**src/logic/codec_pin_clock_agc_regs.svh**
```systemverilog
// Offsets, field positions, reset values and decode figures for the
// pin function, clock generation and left AGC attack-time registers.
// Assumes it is included by bare name wherever the figures are needed.
`ifndef CODEC_PIN_CLOCK_AGC_REGS_SVH
`define CODEC_PIN_CLOCK_AGC_REGS_SVH

// Register offsets on the control port.
`define OFS_PIN_FUNCTION_AND_CLOCK_SELECT 8'h65
`define OFS_CLOCK_GENERATION_CONTROL     8'h66
`define OFS_LEFT_AGC_ATTACK_TIME         8'h67

// Reset values.
`define RST_PIN_FUNCTION_AND_CLOCK_SELECT 8'h00
`define RST_CLOCK_GENERATION_CONTROL     8'h02
`define RST_LEFT_AGC_ATTACK_TIME         8'h00

// Bits of the pin function and clock select register.
`define BIT_STRAP_ZERO_STATUS 7
`define BIT_STRAP_ONE_STATUS  6
`define BIT_PIN3_GPI_ENABLE   5
`define BIT_PIN3_AUDIO_SERIAL_DATA_INPUT_ENABLE  4
`define BIT_PIN3_GPI_VALUE    3
`define BIT_PIN2_GPO_ENABLE   2
`define BIT_PIN2_GPO_LEVEL    1
`define BIT_CORE_CLOCK_SELECT 0
// Bits that software may write in that register.
`define MASK_PIN_FUNCTION_WRITABLE 8'h37

// Fields of the clock generation register.
`define MSB_PLAIN_DIVIDER_SOURCE 7
`define LSB_PLAIN_DIVIDER_SOURCE 6
`define MSB_PLL_REFERENCE_SOURCE 5
`define LSB_PLL_REFERENCE_SOURCE 4
`define MSB_PLL_N 3
`define LSB_PLL_N 0

// Fields of the left AGC attack-time register.
`define BIT_ATTACK_FROM_THIS_REG 7
`define MSB_ATTACK_BASELINE 6
`define LSB_ATTACK_BASELINE 5
`define MSB_ATTACK_MULTIPLIER 4
`define LSB_ATTACK_MULTIPLIER 2

// Clock source codes; code 2'h3 is reserved.
`define CLK_SRC_MASTER_CLOCK 2'h0
`define CLK_SRC_GENERAL_PIN_TWO 2'h1
`define CLK_SRC_BIT_CLOCK 2'h2

// PLL N figures for the two wrapped codes.
`define PLL_N_CODE_ZERO 5'h10
`define PLL_N_CODE_ONE  5'h11

// Baseline attack times in milliseconds.
`define ATTACK_MS_CODE0 4'h7
`define ATTACK_MS_CODE1 4'h8
`define ATTACK_MS_CODE2 4'ha
`define ATTACK_MS_CODE3 4'hb

// Cycles waited after reset release; the strap levels are latched on the edge after that.
`define STRAP_SETTLE_CYCLES 2'h2

`endif

```
**src/logic/codec_pin_clock_agc_pkg.sv**
```systemverilog
// Types shared by the pin, clock and AGC register slice.
// Assumes the figures come from codec_pin_clock_agc_regs.svh.
package codec_pin_clock_agc_pkg;

   // One register access from the control port decoder.
   typedef struct packed {
      logic       wr;     // Write strobe, one cycle.
      logic       rd;     // Read strobe, one cycle.
      logic [7:0] addr;   // Register offset.
      logic [7:0] wdata;  // Write data.
   } reg_req_t;

   // Read answer back to the control port decoder.
   typedef struct packed {
      logic       valid;  // One-cycle pulse with the data.
      logic [7:0] data;   // Read data.
   } reg_rsp_t;

   // Clock generation settings for the clock tree.
   typedef struct packed {
      logic       core_from_plain_divider; // Core clock source.
      logic [1:0] plain_divider_input;     // Plain divider source code.
      logic [1:0] pll_reference_input;     // PLL reference source code.
      logic [4:0] pll_n;                   // Decoded divider N, 2..17.
   } clock_ctrl_t;

   // Left AGC attack-time settings for the AGC core.
   typedef struct packed {
      logic        from_this_register; // Override the older register.
      logic [3:0]  baseline_ms;        // Baseline time in ms.
      logic [7:0]  multiplier;         // Power-of-two factor.
      logic [10:0] attack_ms;          // Product in ms.
   } agc_attack_t;

   // Progress of the strap capture after reset.
   typedef enum logic [1:0] {
      strap_settle,
      strap_held
   } strap_state_t;

endpackage

```
**src/logic/codec_pin_clock_agc_regs.sv**
```systemverilog
// Register slice for pin functions, clock generation and left AGC attack.
// Assumes a control port decoder on clk that issues one-cycle strobes.
//
// Summary of operation
// - Status bit shows pin one strap at reset
// - Status bit shows pin zero strap at reset
// - Enable bit allows pin three general input
// - Control bit routes pin three to audio data
// - Read bit returns sensed pin three level
// - Enable bit makes pin two general output
// - Level bit sets pin two driven level
// - Pin bits act only in two-wire mode
// - Core clock from PLL or plain divider
// - Two-bit field picks plain divider input
// - Two-bit field picks PLL reference input
// - N codes 0,1 mean 16,17; reset 2
// - Source bit picks older or this register
// - Baseline attack 7, 8, 10, 11 ms
// - Multiplier is two to the field value
// - Select high means serial peripheral mode
`timescale 1ns/1ns
`include "codec_pin_clock_agc_regs.svh"
module codec_pin_clock_agc_regs (
   input  wire logic                                clk,  // 100 MHz.
   input  wire logic                                reset, // Sync, high.
   input  codec_pin_clock_agc_pkg::reg_req_t        req,  // Access in.
   output codec_pin_clock_agc_pkg::reg_rsp_t        rsp,  // Read answer.
   input  wire logic                                interface_select,
   // Above: control mode pin, low for two-wire bus mode.
   input  wire logic multifunction_pin_zero_in,  // Strap for bit one.
   input  wire logic multifunction_pin_one_in,   // Strap for bit zero.
   input  wire logic multifunction_pin_three_in, // Input or audio data.
   output logic      multifunction_pin_two_out,  // Driven level.
   output logic      multifunction_pin_two_oe_n, // Low while driving.
   output logic      audio_serial_data_input,    // Routed audio data.
   output codec_pin_clock_agc_pkg::clock_ctrl_t clock_ctrl, // Clocks.
   output codec_pin_clock_agc_pkg::agc_attack_t agc_attack  // Left AGC.
);
   import codec_pin_clock_agc_pkg::*;

   ////////////////////////////////////////////////////////////////////
   // Pin synchronisers.

   logic [3:0] pins_sync;      // Select, pin three, pin one, pin zero.
   logic       spi_mode;       // Select pin high after sync.
   logic       pin3_level;     // Pin three after sync.
   logic       strap_zero_now; // Pin one after sync.
   logic       strap_one_now;  // Pin zero after sync.

   // Every pin level crosses two flip-flops before any logic.
   level_synchronizer #(
      .WIDTH (4)
   ) pin_sync (
      .clk      (clk),
      .reset    (reset),
      .async_in ({interface_select, multifunction_pin_three_in,
                  multifunction_pin_one_in, multifunction_pin_zero_in}),
      .sync_out (pins_sync)
   );

   assign spi_mode       = pins_sync[3];
   assign pin3_level     = pins_sync[2];
   assign strap_zero_now = pins_sync[1];
   assign strap_one_now  = pins_sync[0];

   ////////////////////////////////////////////////////////////////////
   // Storage.

   logic [7:0]   pin_ctrl;    // Writable bits of the pin register.
   logic [7:0]   clock_gen;   // Clock generation register.
   logic [7:0]   agc_attack_reg; // Left AGC attack-time register.
   logic         strap_zero;  // Latched strap for address bit zero.
   logic         strap_one;   // Latched strap for address bit one.
   logic [1:0]   settle_count; // Cycles waited since reset.
   strap_state_t strap_state; // Capture progress.
   logic         pin3_gpi_value; // Sensed pin three level, zero while input use is off.
   logic         two_wire_mode;  // Pin bits are in force.
   logic [7:0]   pin_read;    // Pin register as software sees it.
   logic [7:0]   next_rdata;  // Read mux result.
   logic         mapped;      // Offset belongs to this slice.

   assign two_wire_mode = ~spi_mode;

   // Control port writes; the pin register keeps only its writable bits, the other two store all eight.
   always_ff @(posedge clk)
   begin
      if (reset)
      begin
         pin_ctrl       <= `RST_PIN_FUNCTION_AND_CLOCK_SELECT;
         clock_gen      <= `RST_CLOCK_GENERATION_CONTROL;
         agc_attack_reg <= `RST_LEFT_AGC_ATTACK_TIME;
      end
      else if (req.wr)
      begin
         unique case (req.addr)
            `OFS_PIN_FUNCTION_AND_CLOCK_SELECT:
            begin
               // Status bits stay read-only.
               pin_ctrl <= req.wdata & `MASK_PIN_FUNCTION_WRITABLE;
            end
            `OFS_CLOCK_GENERATION_CONTROL:
            begin
               // Reserved source code is stored as written.
               clock_gen <= req.wdata;
            end
            `OFS_LEFT_AGC_ATTACK_TIME:
            begin
               // Low reserved bits are kept for read-back.
               agc_attack_reg <= req.wdata;
            end
            default:
            begin
               // Other offsets belong to other slices.
               pin_ctrl <= pin_ctrl;
            end
         endcase
      end
   end

   ////////////////////////////////////////////////////////////////////
   // Strap capture.

   // The straps are latched once, after the synchroniser has filled.
   always_ff @(posedge clk)
   begin
      if (reset)
      begin
         strap_state  <= strap_settle;
         settle_count <= 2'h0;
         strap_zero   <= 1'b0;
         strap_one    <= 1'b0;
      end
      else
      begin
         unique case (strap_state)
            strap_settle:
            begin
               // Wait for sampled levels to reach the second stage.
               if (settle_count == `STRAP_SETTLE_CYCLES)
               begin
                  strap_zero  <= strap_zero_now;
                  strap_one   <= strap_one_now;
                  strap_state <= strap_held;
               end
               else
               begin
                  settle_count <= settle_count + 2'h1;
               end
            end
            strap_held:
            begin
               // Held until the next reset.
               strap_state <= strap_held;
            end
         endcase
      end
   end

   ////////////////////////////////////////////////////////////////////
   // Multifunction pins.

   // Pin three is sampled only while its input use is enabled.
   always_ff @(posedge clk)
   begin
      if (reset)
      begin
         pin3_gpi_value <= 1'b0;
      end
      else if (two_wire_mode && pin_ctrl[`BIT_PIN3_GPI_ENABLE])
      begin
         pin3_gpi_value <= pin3_level;
      end
      else
      begin
         pin3_gpi_value <= 1'b0;
      end
   end

   // Audio data routing from pin three, registered once.
   always_ff @(posedge clk)
   begin
      if (reset)
      begin
         audio_serial_data_input <= 1'b0;
      end
      else
      begin
         audio_serial_data_input <= two_wire_mode &&
            pin_ctrl[`BIT_PIN3_AUDIO_SERIAL_DATA_INPUT_ENABLE] && pin3_level;
      end
   end

   // Pin two is driven only as an enabled output in two-wire mode.
   always_comb
   begin
      multifunction_pin_two_oe_n =
         ~(two_wire_mode && pin_ctrl[`BIT_PIN2_GPO_ENABLE]);
      multifunction_pin_two_out  = pin_ctrl[`BIT_PIN2_GPO_LEVEL];
   end

   ////////////////////////////////////////////////////////////////////
   // Clock and AGC decode.

   // Field decode for the clock tree and the left AGC.
   always_comb
   begin
      clock_ctrl.core_from_plain_divider =
         pin_ctrl[`BIT_CORE_CLOCK_SELECT];
      clock_ctrl.plain_divider_input =
         clock_gen[`MSB_PLAIN_DIVIDER_SOURCE:`LSB_PLAIN_DIVIDER_SOURCE];
      clock_ctrl.pll_reference_input =
         clock_gen[`MSB_PLL_REFERENCE_SOURCE:`LSB_PLL_REFERENCE_SOURCE];
      unique case (clock_gen[`MSB_PLL_N:`LSB_PLL_N])
         4'h0:    clock_ctrl.pll_n = `PLL_N_CODE_ZERO;
         4'h1:    clock_ctrl.pll_n = `PLL_N_CODE_ONE;
         default: clock_ctrl.pll_n = {1'b0, clock_gen[`MSB_PLL_N:`LSB_PLL_N]};
      endcase
      agc_attack.from_this_register =
         agc_attack_reg[`BIT_ATTACK_FROM_THIS_REG];
      unique case (agc_attack_reg[`MSB_ATTACK_BASELINE:`LSB_ATTACK_BASELINE])
         2'h0: agc_attack.baseline_ms = `ATTACK_MS_CODE0;
         2'h1: agc_attack.baseline_ms = `ATTACK_MS_CODE1;
         2'h2: agc_attack.baseline_ms = `ATTACK_MS_CODE2;
         2'h3: agc_attack.baseline_ms = `ATTACK_MS_CODE3;
      endcase
      agc_attack.multiplier = 8'h01 <<
         agc_attack_reg[`MSB_ATTACK_MULTIPLIER:`LSB_ATTACK_MULTIPLIER];
      agc_attack.attack_ms = {7'h00, agc_attack.baseline_ms}
                             * {3'h0, agc_attack.multiplier};
   end

   ////////////////////////////////////////////////////////////////////
   // Read path.

   // Status bits read zero outside two-wire mode.
   always_comb
   begin
      pin_read = pin_ctrl;
      pin_read[`BIT_STRAP_ZERO_STATUS] = two_wire_mode & strap_zero;
      pin_read[`BIT_STRAP_ONE_STATUS]  = two_wire_mode & strap_one;
      pin_read[`BIT_PIN3_GPI_VALUE]    = pin3_gpi_value;
      mapped = 1'b1;
      unique case (req.addr)
         `OFS_PIN_FUNCTION_AND_CLOCK_SELECT: next_rdata = pin_read;
         `OFS_CLOCK_GENERATION_CONTROL:      next_rdata = clock_gen;
         `OFS_LEFT_AGC_ATTACK_TIME:          next_rdata = agc_attack_reg;
         default:
         begin
            // Unmapped offsets answer nothing.
            next_rdata = 8'h00;
            mapped     = 1'b0;
         end
      endcase
   end

   // Read answer one cycle after the strobe; reads change no state.
   always_ff @(posedge clk)
   begin
      if (reset)
      begin
         rsp <= '0;
      end
      else
      begin
         rsp.valid <= req.rd && mapped;
         rsp.data  <= (req.rd && mapped) ? next_rdata : 8'h00;
      end
   end

   ////////////////////////////////////////////////////////////////////
   // Assertions.

   property p_read_answer;
      @(posedge clk) disable iff (reset)
      req.rd && req.addr == `OFS_CLOCK_GENERATION_CONTROL |=>
         rsp.valid && rsp.data == $past(clock_gen);
   endproperty
   a_read_answer: assert property (p_read_answer)
      else $error("clock register read answer wrong");

   property p_n_sixteen;
      @(posedge clk) disable iff (reset)
      req.wr && req.addr == `OFS_CLOCK_GENERATION_CONTROL &&
         req.wdata[3:0] == 4'h0 |=> clock_ctrl.pll_n == 5'h10;
   endproperty
   a_n_sixteen: assert property (p_n_sixteen)
      else $error("pll n code zero not sixteen");

   property p_n_after_reset;
      @(posedge clk) disable iff (reset)
      $past(reset) |-> clock_ctrl.pll_n == 5'h02;
   endproperty
   a_n_after_reset: assert property (p_n_after_reset)
      else $error("pll n not two after reset");

   property p_pin_two_drive;
      @(posedge clk) disable iff (reset)
      req.wr && req.addr == `OFS_PIN_FUNCTION_AND_CLOCK_SELECT &&
         req.wdata[2:1] == 2'h3 ##1 !spi_mode |->
         !multifunction_pin_two_oe_n && multifunction_pin_two_out;
   endproperty
   a_pin_two_drive: assert property (p_pin_two_drive)
      else $error("pin two not driven high");

   property p_spi_releases_pin;
      @(posedge clk) disable iff (reset)
      spi_mode |-> multifunction_pin_two_oe_n
         ##1 !pin3_gpi_value && !audio_serial_data_input;
   endproperty
   a_spi_releases_pin: assert property (p_spi_releases_pin)
      else $error("pin function active in serial peripheral mode");

   property p_gpi_value;
      @(posedge clk) disable iff (reset)
      !spi_mode && pin_ctrl[`BIT_PIN3_GPI_ENABLE] ##1
         req.rd && req.addr == `OFS_PIN_FUNCTION_AND_CLOCK_SELECT |=>
         rsp.data[`BIT_PIN3_GPI_VALUE] == $past(pin3_level, 2);
   endproperty
   a_gpi_value: assert property (p_gpi_value)
      else $error("pin three input value wrong");

   property p_attack_max;
      @(posedge clk) disable iff (reset)
      req.wr && req.addr == `OFS_LEFT_AGC_ATTACK_TIME &&
         req.wdata == 8'hfc |=>
         agc_attack.attack_ms == 11'h580 && agc_attack.from_this_register;
   endproperty
   a_attack_max: assert property (p_attack_max)
      else $error("attack time not 1408 ms");

   property p_attack_base;
      @(posedge clk) disable iff (reset)
      req.wr && req.addr == `OFS_LEFT_AGC_ATTACK_TIME &&
         req.wdata == 8'h40 |=> agc_attack.attack_ms == 11'h00a;
   endproperty
   a_attack_base: assert property (p_attack_base)
      else $error("baseline attack time not 10 ms");

   property p_core_clock;
      @(posedge clk) disable iff (reset)
      req.wr && req.addr == `OFS_PIN_FUNCTION_AND_CLOCK_SELECT |=>
         clock_ctrl.core_from_plain_divider == $past(req.wdata[0]);
   endproperty
   a_core_clock: assert property (p_core_clock)
      else $error("core clock source not updated");

   property p_strap_stable;
      @(posedge clk) disable iff (reset)
      strap_state == strap_held |=> $stable(strap_zero) &&
         $stable(strap_one);
   endproperty
   a_strap_stable: assert property (p_strap_stable)
      else $error("strap status changed after capture");

endmodule

```
**src/logic/level_synchronizer.sv**
```systemverilog
// Two-flip-flop synchroniser for levels that arrive from pins.
// Assumes one clock and a synchronous active-high reset.
`timescale 1ns/1ns
module level_synchronizer #(
   parameter int WIDTH = 1  // Number of independent levels.
) (
   input  wire logic             clk,     // System clock.
   input  wire logic             reset,   // Synchronous reset.
   input  wire logic [WIDTH-1:0] async_in, // Levels from outside.
   output logic      [WIDTH-1:0] sync_out  // Levels safe to use.
);

   logic [WIDTH-1:0] first_stage; // Read only by the second stage.

   // Both stages clear on reset and then shift on every edge.
   always_ff @(posedge clk)
   begin
      if (reset)
      begin
         first_stage <= '0;
         sync_out    <= '0;
      end
      else
      begin
         first_stage <= async_in;
         sync_out    <= first_stage;
      end
   end

endmodule

```
**config.mk**
```make
export PLATFORM = sky130hd
export DESIGN_NAME = codec_pin_clock_agc_regs
export DESIGN_NICKNAME = d
export VERILOG_FILES = /design/src/logic/codec_pin_clock_agc_pkg.sv /design/src/logic/codec_pin_clock_agc_regs.sv /design/src/logic/level_synchronizer.sv
export VERILOG_INCLUDE_DIRS = /design/src /design/src/logic
export SDC_FILE = /design/constraint.sdc
export NUM_CORES = 1
export LEC_CHECK = 0
export BUFFER_PORTS_ARGS = -buffer_cell sky130_fd_sc_hd__buf_4
export CAP_MARGIN = 20
export CORE_AREA = 8 8 76 104
export CTS_BUF_LIST = sky130_fd_sc_hd__clkbuf_8
export CTS_CLUSTER_SIZE = 10
export DETAILED_ROUTE_END_ITERATION = 8
export DIE_AREA = 0 0 84 112
export HOLD_SLACK_MARGIN = 0.15
export MAX_ROUTING_LAYER = met4
export PLACE_DENSITY = 0.74
export SETUP_SLACK_MARGIN = 0.05
export SYNTH_ARGS = -nofsm -noshare
export SYNTH_HDL_FRONTEND = slang
export SYNTH_SLANG_ARGS = --single-unit
```
**constraint.sdc**
```tcl
create_clock -name clk -period 3.9 [get_ports clk]
set_input_delay 0.585 -clock clk [delete_from_list [all_inputs] [get_ports clk]]
set_output_delay 0.585 -clock clk [all_outputs]
set_load 0.02 [all_outputs]
```
==> results.txt, run 1 <==
The part of the Yosys area used for sequential elements came out at 0.328. For this run the aggregate overflow at the end of global routing stands at 0. The number of placed I/O pins came out at 70. The total power is 0.000870 W.

The mean routed wirelength per cell is 15.5 um. The minimum setup slack after placement is 26.2 ps. For this run, the post-layout net count is 433.

The number of pins with negative max-slew slack in the final report is 0. The source-to-sink clock delay at the later pin of the worst-skew pair came out at 300 ps. The most common library cell in the layout ignoring fill and taps is sky130_fd_sc_hd__buf_4. The pin count of the biggest net entering global routing came out at 44. The relative slew slack is 0.414. The worst setup path is captured at an output port.

The count of fill cells added during filler insertion is 585. For this run, the number of Yosys warnings is 0. After clock tree synthesis, the clock-pin slew on the worst setup and hold paths is 80 ps. The starting utilization of the core area is 0.427. After legalization and detailed placement, the total HPWL measured 5.26 mm. Across all layers, the routed design uses 2408 vias. The count of mapped cells out of synthesis is 313. For the pin with the worst max-slew slack, the measured transition is 877 ps.

The share of total power dissipated in sequential elements is 0.556. The first global-routing pass estimated 11.5 mm of wire. The vertical extent of the die came out at 112 um. The data arrival time of the worst path came out at 3360 ps. The number of different library cells used by synthesis comes to 47.

The number of antenna diodes is 0. Of all nets on the critical path, the largest fanout is 11. The full die area came out at 9410 sq um.

The worst setup slack after layout came out at -44.2 ps. The combined area of all synthesized cells is 2750 sq um. After routing, the total negative slack on setup checks comes to -44.2 ps. The proportion of layout cells with a drive suffix above 1 is 0.374. For this run, the total global-route usage over all layers was measured as 0.151. The number of non-filler instances in the completed layout came out at 456. For this design the total switching power over the nets is 0.000220 W.

Leaving out fill and tap cells, the most frequent cells in the layout are sky130_fd_sc_hd__buf_4, sky130_fd_sc_hd__dfxtp_1, sky130_fd_sc_hd__nor2_1. The number of nets in the synthesized netlist is 365. The routed wire length is 7.05 mm. The required time of the critical path came out at 3310 ps. The classification of the worst setup path is reg2out. The maximum count of clock buffers along a single path came out at 2. The final reports fail on setup timing. The violation count after the first detailed-route iteration is 54.

Of the total power, the share spent switching nets is 0.253. The total of buffers placed on input and output ports came out at 69. The number of failing hold endpoints at the final stage came to 0. After detailed routing, the number of vias per cell comes to 5.28. The post-route antenna net violation count came out at 0. The async set-reset flop share out of synthesis came out at 0. The post-route clock period utilization came out at 1.01. The final critical-path required period is 3940 ps.

In this run the worst hold path is classified as reg2reg. Setup violations remaining at the end of the flow were counted as 1. The chip width is 84 um. The flow ran to the end, but the final reports show violations. The count of standard-cell rows came out at 35. Power spread over the standard cell area amounts to 241 nW/um^2.

Averaged over all synthesized cells, the footprint is 8.78 sq um. The most used flip-flop cell after synthesis is sky130_fd_sc_hd__dfxtp_1. The remaining routing DRC violations came out at 0. The final setup skew is 5.78 ps. The flip-flop count of the largest register, all copies and words added came out at 9.

The via count of the first global-routing pass was 2478. The portion of total power attributed to the clock network came out at 0.335. The maximum frequency from static timing analysis came out at 254 MHz. The clock buffer count from CTS is 5.

The number of iterations in the first detailed-routing pass is 4. The combinational group share of total power is 0.109. The final estimated routing congestion in global placement came out at 0.880.

The initial antenna violation count is 0. The core area is 6440 sq um. The peak ir drop on the vdd network is 0.258 mV. The area growth from synthesis to final layout is 31.5%. The worst setup path is launched from a flop. The number of max-cap violations came out at 0. The number of flops mapped to enable cells by yosys came out at 0. The flip-flop and latch count after synthesis came out at 45. Setup repair after global routing could not meet its margin everywhere. The total number of H-tree levels came out at 2. The CTS tree is built. The number of sinks on the clock net is 45. The count of placed standard cells including taps came out at 439. The leakage power figure came out at 1.73 nW.

The clock root buffer is sky130_fd_sc_hd__clkbuf_8. The internal power came out at 0.000650 W.
power by group through the flow:
stage          Sequential (W)  Clock [W]  Combinational [W]
2_1_floorplan        0.000493          0          0.0000637
6_report             0.000483   0.000292          0.0000946
3_5_place_dp         0.000496          0          0.0000952
4_1_cts              0.000485   0.000296          0.0000962
5_1_grt              0.000485   0.000314           0.000106
3_3_place_gp         0.000495          0          0.0000921
metrics by stage:
| step | hold WS, ps | area, sq um | util |
|---|---|---|---|
| floorplan | 414 | 2750 | - |
| global placement | 418 | 3290 | 0.510 |
| detailed placement | 425 | 3290 | 0.510 |
| CTS | 441 | 3490 | 0.543 |
| global route | 450 | 3610 | 0.561 |
| finish | 440 | 3610 | 0.561 |
cell families after synthesis:
logic type | synth area share
compound gates | 0.111
xor+xnor | 0.0255
fa+ha+maj | 0.144
buf+inv | 0.0947
flops | 0.328
mux | 0.0610
simple gates | 0.236
area by class of cell:
class,instances,area (sq um),share of cell area
multi-input combinational,210,1740,0.482
sequential,45,912,0.253
timing repair buffer,87,657,0.182
inverter,32,120,0.0333
tap,74,92.6,0.0256
clock buffer,5,68.8,0.0191
clock inverter,3,21.3,0.00589
path summary, 6_finish.rpt:
path,start,end,slack (ps),cells after the start
max,agc_attack_reg[2],agc_attack[9],-40,11
min,pin_sync.first_stage[2],pin_sync.sync_out[2],440,1
max reg2reg,settle_count[0],settle_count[1],2720,5
min reg2reg,pin_sync.first_stage[2],pin_sync.sync_out[2],440,1
worst max-delay path, cell delays in order (launching register included):
cell                        delay (ps)
sky130_fd_sc_hd__dfxtp_4           370
sky130_fd_sc_hd__buf_4             190
sky130_fd_sc_hd__xor2_4            200
sky130_fd_sc_hd__nor3_2            120
sky130_fd_sc_hd__ha_1              280
sky130_fd_sc_hd__fa_1              540
sky130_fd_sc_hd__ha_1              330
sky130_fd_sc_hd__a21oi_2           170
sky130_fd_sc_hd__o211ai_2          100
sky130_fd_sc_hd__or4b_1            520
sky130_fd_sc_hd__o2111ai_2         100
sky130_fd_sc_hd__buf_6             140
what timing repair did:
item,CTS,global route
pin swaps,8,20
resized for setup,16,30
hold buffers,0,0
setup buffers,5,4
endpoints found under the hold margin,0,0
endpoints found under the setup margin,5,5
cells in the mapped netlist (2+ instances only):
cell type / n / area [sq um]
sky130_fd_sc_hd__nand2b_1: 9 / 56.3
sky130_fd_sc_hd__nand3b_1: 16 / 120
sky130_fd_sc_hd__mux2i_1: 10 / 100
sky130_fd_sc_hd__ha_1: 22 / 275
sky130_fd_sc_hd__clkbuf_1: 14 / 52.6
sky130_fd_sc_hd__nor2b_1: 12 / 75.1
sky130_fd_sc_hd__buf_6: 2 / 22.5
sky130_fd_sc_hd__inv_1: 32 / 120
sky130_fd_sc_hd__xor2_1: 5 / 43.8
sky130_fd_sc_hd__dfxtp_1: 45 / 901
sky130_fd_sc_hd__a21oi_2: 2 / 17.5
sky130_fd_sc_hd__buf_4: 6 / 45.0
sky130_fd_sc_hd__a22oi_1: 8 / 60.1
sky130_fd_sc_hd__nor4_1: 2 / 12.5
sky130_fd_sc_hd__xnor2_1: 3 / 26.3
sky130_fd_sc_hd__fa_1: 6 / 120
sky130_fd_sc_hd__nor2_1: 35 / 131
sky130_fd_sc_hd__o21ai_0: 20 / 100
sky130_fd_sc_hd__buf_2: 4 / 20.0
sky130_fd_sc_hd__nand3_1: 4 / 20.0
sky130_fd_sc_hd__nor4bb_1: 2 / 20.0
sky130_fd_sc_hd__a21oi_1: 6 / 30.0
sky130_fd_sc_hd__nor3_1: 5 / 25.0
sky130_fd_sc_hd__and2_1: 2 / 12.5
sky130_fd_sc_hd__nand2_1: 13 / 48.8
sky130_fd_sc_hd__nand4_4: 2 / 42.5
sky130_fd_sc_hd__mux2_2: 6 / 67.6
layer usage:
layer	global-route usage	part of all wire	vias up
met5	-	0	-
met4	0.0624	0.024	0
met3	0.0292	0.036	15
met2	0.273	0.54	67
met1	0.154	0.40	1149
li1	-	-	1177
(Power assumes the default switching activity.)
==> run 2: changes to the inputs <==
--- a/config.mk
+++ b/config.mk
@@ -16,6 +16,7 @@
 export HOLD_SLACK_MARGIN = 0.15
 export MAX_ROUTING_LAYER = met4
 export PLACE_DENSITY = 0.74
+export RECOVER_POWER = 50
 export SETUP_SLACK_MARGIN = 0.05
 export SYNTH_ARGS = -nofsm -noshare
 export SYNTH_HDL_FRONTEND = slang
==> results.txt, run 2 (synthesis results as in run 1) <==
The total of buffers placed on input and output ports is 69 (unchanged). The flip-flop count of the largest register, all copies and words added is 9 (unchanged). Setup repair after global routing could not meet its margin everywhere.

The pin count of the biggest net entering global routing came to 44 (unchanged). The minimum setup slack after placement is 26.2 ps (unchanged). The final critical-path required period is 3940 ps (+0.726 ps). The most critical setup path has its endpoint at agc_attack[9]. The number of vias in the routed layout came out at 2407 (-0.042%). The number of nets in the layout is 433 (unchanged). The number of pins with negative max-slew slack in the final report came out at 44 (+44). The core area is 6440 sq um (unchanged). The number of sinks on the clock net came out at 45 (unchanged). The number of iterations in the first detailed-routing pass is 4 (unchanged).

The maximum frequency from static timing analysis was 253 MHz (about the same). The leakage power figure is 1.64 nW (-5.3%). The chip width came out at 84 um (unchanged). The worst reg2reg path depth was 5 (unchanged).

The clock root buffer is sky130_fd_sc_hd__clkbuf_8. The tightest min-delay check is of the reg2reg type. The total number of cells along the worst setup path came out at 11 (unchanged).

The post-route clock period utilization is 1.01 (about the same). TritonCTS built the clock tree. In this design, the critical path's most frequently occurring cell is sky130_fd_sc_hd__ha_1. The post-route antenna net violation count came to 0 (unchanged).

The peak ir drop on the vdd network came out at 0.254 mV (-1.4%). The slowest stage of the critical path is the sky130_fd_sc_hd__fa_1 cell. The startpoint of the worst register-to-register path is settle_count[0]. The setup slack on the worst flop-to-flop path is 2680 ps (-40 ps). The vertical extent of the die is 112 um (unchanged). The number of antenna diodes was 0 (unchanged).

The aggregate global-route resource usage was 0.151 (unchanged). The flow ran to the end, but the final reports show violations. Walking the worst path, the cells encountered are buf_4 > xor2_4 > nor3_2 > ha_1 > fa_1 > ha_1 > a21oi_2 > o211ai_2 > or4b_1 > o2111ai_2 > buf_6. The full die area is 9410 sq um (unchanged). The worst setup slack after layout came to -44.9 ps (-0.726 ps).

The number of instances on the worst hold path came out at 1 (unchanged). The starting utilization of the core area is 0.427 (unchanged). Leaving out fill and tap cells, the most frequent cell in the layout is sky130_fd_sc_hd__buf_4. The slew at the pin closest to its max-slew limit is 1530 ps (+650 ps). The clock-pin transition on the worst setup and hold timing paths is 80 ps (about the same). The count of fill cells added during filler insertion came out at 606 (+3.6%). The total number of H-tree levels came out at 2 (unchanged). The number of failing hold endpoints at the final stage came out at 0 (unchanged). The data arrival time of the worst path came out at 3360 ps (about the same).

Compared with the post-synthesis result, the final layout area differs by 28.2%. The source-to-sink clock delay at the later pin of the worst-skew pair came out at 300 ps (about the same). The required time of the critical path was 3310 ps (about the same).

In this run the critical register-to-register path is captured at strap_one. The count of standard-cell rows came out at 35 (unchanged). The library cells used most frequently in the layout, excluding fill and tap cells, are sky130_fd_sc_hd__buf_4, sky130_fd_sc_hd__dfxtp_1, sky130_fd_sc_hd__nor2_1. The worst setup path is launched from a flop. The final reports fail on capacitance limit, slew limit, setup timing. The via count of the first global-routing pass was 2478 (unchanged). The clock buffer count from CTS was 5 (unchanged).

The mean routed wirelength per cell is 15.5 um (about the same). The initial antenna violation count is 0 (unchanged). The placed wire-length estimate after detailed placement is 5.26 mm (unchanged).

The maximum fanout count along the critical path is 11 (unchanged). The residual overflow from global routing is 0 (unchanged). The critical path starts at agc_attack_reg[2]. The final setup skew is 8.41 ps (+2.63 ps). The critical path buffer and inverter count came out at 2 (unchanged). The routed wire length came to 7.05 mm (about the same).

The number of placed I/O pins came out at 70 (unchanged). The relative slew slack was -0.0174 (-0.432). The highest cell delay on the worst timing path was 540 ps (about the same). The critical path is of the reg2out type. The remaining routing DRC violations came to 0 (unchanged).

The element type at the critical path end is an output port. The vias per cell is 5.28 (about the same). The maximum count of clock buffers along a single path came out at 2 (unchanged). The final setup violation count is 1 (unchanged).

The proportion of layout cells with a drive suffix above 1 came to 0.314 (-0.0602). The final estimated routing congestion in global placement came out at 0.880 (unchanged). The kind of cell with the highest combined delay along the critical path is adder cells.

The final setup TNS was -44.9 ps (-0.726 ps). The first-pass GRT wire length is 11.5 mm (unchanged). The number of max-cap violations came out at 1 (+1). The power per unit of standard cell area came out at 246 nW/um^2 (+2.4%).

The violation count after the first detailed-route iteration came out at 62 (+15%).
-- run 2: where the power goes --
group | leakage, nW | internal (W) | switching [W] | total (W)
clock network | 0.0445 | 0.000127 | 0.000164 | 0.000291
registers | 0.368 | 0.000475 | 0.00000832 | 0.000483
logic | 1.22 | 0.0000475 | 0.0000465 | 0.0000940
total | 1.64 | 0.000649 | 0.000219 | 0.000869
-- run 2: what timing repair did --
action                     CTS  global route
pin swaps                    8            20
setup buffers                5             4
cloned                       0             0
setup endpoints to repair    5             5
hold buffers                 0             0
resized for setup           16            30
-- run 2: worst min-delay path by stage --
stage / from / to / slack, ps
2_1_floorplan: pin_sync.first_stage[0] / pin_sync.sync_out[0] / 410
4_1_cts: pin_sync.first_stage[0] / pin_sync.sync_out[0] / 440
6_report: pin_sync.first_stage[2] / pin_sync.sync_out[2] / 440
5_1_grt: pin_sync.first_stage[0] / pin_sync.sync_out[0] / 450
3_5_place_dp: pin_sync.first_stage[1] / pin_sync.sync_out[1] / 420
3_3_place_gp: pin_sync.first_stage[2] / pin_sync.sync_out[2] / 420
-- run 2: final cells by class --
type | count | area [sq um] | share of cell area
Multi-Input combinational cell | 210 | 1730 | 0.492
Sequential cell | 45 | 912 | 0.259
Timing Repair Buffer | 87 | 574 | 0.163
Inverter | 32 | 120 | 0.0341
Tap cell | 74 | 92.6 | 0.0263
Clock buffer | 5 | 68.8 | 0.0195
Clock inverter | 3 | 21.3 | 0.00604
-- run 2: layer usage --
| metal | global-route usage | wire length [um] | vias to the layer above |
|---|---|---|---|
| met3 | 0.0292 | 280 | 16 |
| li1 | - | - | 1180 |
| met1 | 0.154 | 2810 | 1144 |
| met2 | 0.273 | 3760 | 67 |
| met4 | 0.0624 | 197 | 0 |
| met5 | - | 0 | - |
-- run 2: through the flow --
step	hold slack, ps	total power, W	cell area (sq um)	utilization	cells
finish	442	0.000869	3520	0.547	456
global route	450	0.000904	3520	0.547	456
CTS	441	0.000877	3490	0.543	452
detailed placement	425	0.000591	3290	0.510	439
global placement	418	0.000587	3290	0.510	439
floorplan	414	0.000557	2750	-	313
==> run 3: changes to the inputs <==
--- a/config.mk
+++ b/config.mk
@@ -8,14 +8,14 @@
 export LEC_CHECK = 0
 export BUFFER_PORTS_ARGS = -buffer_cell sky130_fd_sc_hd__buf_4
 export CAP_MARGIN = 20
-export CORE_AREA = 8 8 76 104
+export CORE_AREA = 8 8 69 95
 export CTS_BUF_LIST = sky130_fd_sc_hd__clkbuf_8
 export CTS_CLUSTER_SIZE = 10
 export DETAILED_ROUTE_END_ITERATION = 8
-export DIE_AREA = 0 0 84 112
+export DIE_AREA = 0 0 77 103
 export HOLD_SLACK_MARGIN = 0.15
 export MAX_ROUTING_LAYER = met4
-export PLACE_DENSITY = 0.74
+export PLACE_DENSITY = 0.88
 export RECOVER_POWER = 50
 export SETUP_SLACK_MARGIN = 0.05
 export SYNTH_ARGS = -nofsm -noshare
==> results.txt, run 3 (synthesis results as in run 1) <==
The checks that failed: capacitance limit, slew limit, setup timing. The via count of the first global-routing pass came out at 2566 (+3.6%). STA classifies the critical path startpoint as a flop. The setup slack on the worst flop-to-flop path came out at 2660 ps (-20 ps).

The number of iterations in the first detailed-routing pass came out at 4 (unchanged). The initial antenna violation count was 0 (unchanged). STA classifies the critical path endpoint as an output port. The area used by multi-input combinational logic came to 1690 sq um (-2.5%). The slew at the pin closest to its max-slew limit is 1540 ps (+11.7 ps).

The end-of-flow core utilization came out at 0.677 (+0.129). The vias per cell is 5.47 (+3.5%). Walking the worst path, the cells encountered are inv_2 > ha_4 > buf_4 > nand2_1 > o21ai_0 > ha_1 > inv_1 > fa_1 > inv_1 > ha_4 > a21oi_2 > o211ai_2 > or4b_1 > o2111ai_2 > buf_6. The pin count of the biggest net entering global routing came out at 44 (unchanged). The critical path buffer and inverter count came out at 5 (+3). The maximum fanout count along the critical path is 6 (-5).

The area of all sequential standard cells is 907 sq um (-0.55%). The number of nets in the layout came to 434 (+0.23%). The first-pass GRT wire length is 11.4 mm (-1.1%).

The flow ran to the end, but the final reports show violations. The final setup violation count came to 2 (+1). The vertical extent of the die came out at 103 um (-8.0%).

The number of failing hold endpoints at the final stage is 0 (unchanged). The worst reg2reg path depth came out at 5 (unchanged). The slowest stage of the critical path is the sky130_fd_sc_hd__fa_1 cell. The worst setup slack after layout was -99.9 ps (-55.0 ps). In this run the worst hold path is classified as reg2reg.

The peak ir drop on the vdd network is 0.277 mV (+9.1%). The reported net switching power was 0.000199 W (-9.2%). The count of standard-cell rows was 31 (-11%). The violation count after the first detailed-route iteration is 78 (+26%). The mean routed wirelength per cell is 15.7 um (+1.7%). The library cell used most frequently in the layout, excluding fill and tap cells, is sky130_fd_sc_hd__buf_4. The internal power is 0.000641 W (-1.2%). The placed cell area came out at 3280 sq um (-0.30%). The starting utilization of the core area is 0.537 (+0.110). In the layout the commonest cells are sky130_fd_sc_hd__buf_4, sky130_fd_sc_hd__dfxtp_1, sky130_fd_sc_hd__nor2_1. The proportion of layout cells with a drive suffix above 1 came out at 0.289 (-0.0254). The relative contribution of sequential cells to total power came out at 0.578 (+0.022). The total of buffers placed on input and output ports is 69 (unchanged).

The startpoint identified for the worst hold timing path is pin_sync.first_stage[2]. The total number of H-tree levels came to 2 (unchanged). The total number of cells along the worst setup path was 15 (+4). The routed wire length is 7.03 mm (-0.28%). The summed area of non-filler cells in the final layout is 3460 sq um (-1.7%).

The fraction of power spent switching nets is 0.237 (-0.0156). The relative slew slack was -0.0252 (-0.00782). The flip-flop count of the largest register, all copies and words added is 9 (unchanged). The post-route antenna net violation count was 0 (unchanged).

The clock-pin transition on the worst setup and hold timing paths is 80 ps (about the same). The count of fill cells added during filler insertion came out at 437 (-28%). The number of pins with negative max-slew slack in the final report is 44 (unchanged). The placed wire-length estimate after detailed placement is 5.19 mm (-1.4%).

The number of antenna diodes is 0 (unchanged). The source-to-sink clock delay at the later pin of the worst-skew pair is 290 ps (about the same). The clock buffer count from CTS is 5 (unchanged). The worst register-to-register path ends at strap_zero. The combinational group share of total power was 0.111 (+0.003). The clock root buffer is sky130_fd_sc_hd__clkbuf_8. The full die area is 7930 sq um (-16%).

Setup repair after global routing could not meet its margin everywhere. The maximum frequency from static timing analysis is 250 MHz (-1.4%). The remaining routing DRC violations is 0 (unchanged).

The post-route clock period utilization is 1.03 (+0.0141). The residual overflow from global routing is 0 (unchanged). The portion of total power attributed to the clock network came out at 0.311 (-0.025). The final estimated routing congestion in global placement is 0.821 (-6.6%). The required time of the critical path came out at 3310 ps (about the same). The data arrival time of the worst path is 3410 ps (+50 ps). The leakage power figure is 1.63 nW (-0.35%). The CTS tree is built.

The number of max-cap violations came out at 1 (unchanged). The final setup skew is 5.90 ps (-2.51 ps). The power per unit of standard cell area came out at 243 nW/um^2 (-1.6%). The number of placed I/O pins came out at 70 (unchanged). The critical path in this run is classified as reg2out.

The chip width came out at 77 um (-8.3%). Relative to the synthesized area, the layout overhead comes to 26.1%. The highest cell delay on the worst timing path came out at 530 ps (about the same). The family with the most delay on the worst path is adder cells. The number of sinks on the clock net is 45 (unchanged). The aggregate global-route resource usage is 0.180 (+0.0296). The number of vias in the routed layout came out at 2443 (+1.5%). The final critical-path required period came out at 4000 ps (+55.0 ps). The maximum count of clock buffers along a single path came out at 2 (unchanged).

In this run the critical register-to-register path is launched from settle_count[0]. Following the worst setup path forward leads to its endpoint at agc_attack[9]. The core area came out at 5120 sq um (-20%).

The most critical setup path has its startpoint at agc_attack_reg[5].
-- run 3: cell types whose count changed in the layout (fill, tap and decap cells not counted), sizes merged --
cell	delta
clkinvlp	-1
buf	+1
inv	-1
-- run 3: per-layer routing --
metal,track usage,vias to the layer above,part of all wire
li1,-,1177,-
met4,0.0962,0,0.032
met1,0.163,1164,0.37
met3,0.0340,22,0.048
met2,0.351,80,0.55
met5,-,-,0
-- run 3: how the worst min path moves through the flow --
stage                      endpoint  slack [ps]  depth (start not counted)
2_1_floorplan  pin_sync.sync_out[0]         410                          1
3_3_place_gp   pin_sync.sync_out[3]         410                          1
3_5_place_dp   pin_sync.sync_out[2]         420                          1
4_1_cts        pin_sync.sync_out[2]         440                          1
5_1_grt        pin_sync.sync_out[1]         460                          1
6_report       pin_sync.sync_out[2]         430                          1
-- run 3: final cells by class --
| type | count | area share |
|---|---|---|
| inverters | 32 | 0.0347 |
| clock buffers | 5 | 0.0199 |
| multi-input cells | 210 | 0.488 |
| flip-flops and latches | 45 | 0.262 |
| clock inverters | 1 | 0.00144 |
| well taps | 66 | 0.0238 |
| repair buffers | 88 | 0.170 |
-- run 3: per-stage QoR --
stage          setup TNS (ps)  setup slack (ps)  hold slack [ps]  power [W]  cells
2_1_floorplan               0              65.4              414   0.000557    313
3_3_place_gp                0               113              415   0.000586    431
5_1_grt                  -427              -193              464   0.000873    447
6_report                 -115             -99.9              434   0.000840    447
3_5_place_dp                0              33.0              424   0.000590    431
4_1_cts                 -10.7             -10.7              438   0.000845    443
-- run 3: power groups by stage --
stage	registers (W)	logic, W	clock network [W]
final	0.000485	0.0000936	0.000261
after global routing	0.000488	0.000105	0.000280
after CTS	0.000486	0.0000950	0.000264
after detailed placement	0.000496	0.0000933	0
after global placement	0.000495	0.0000915	0
after floorplan	0.000493	0.0000637	0
-- run 3: repair_timing --
item | in CTS | in global routing
endpoints found under the setup margin | 4 | 4
buffers inserted | 6 | 5
gates cloned | 0 | 0
hold buffers | 0 | 0
pin swaps | 11 | 15
resized for setup | 25 | 7
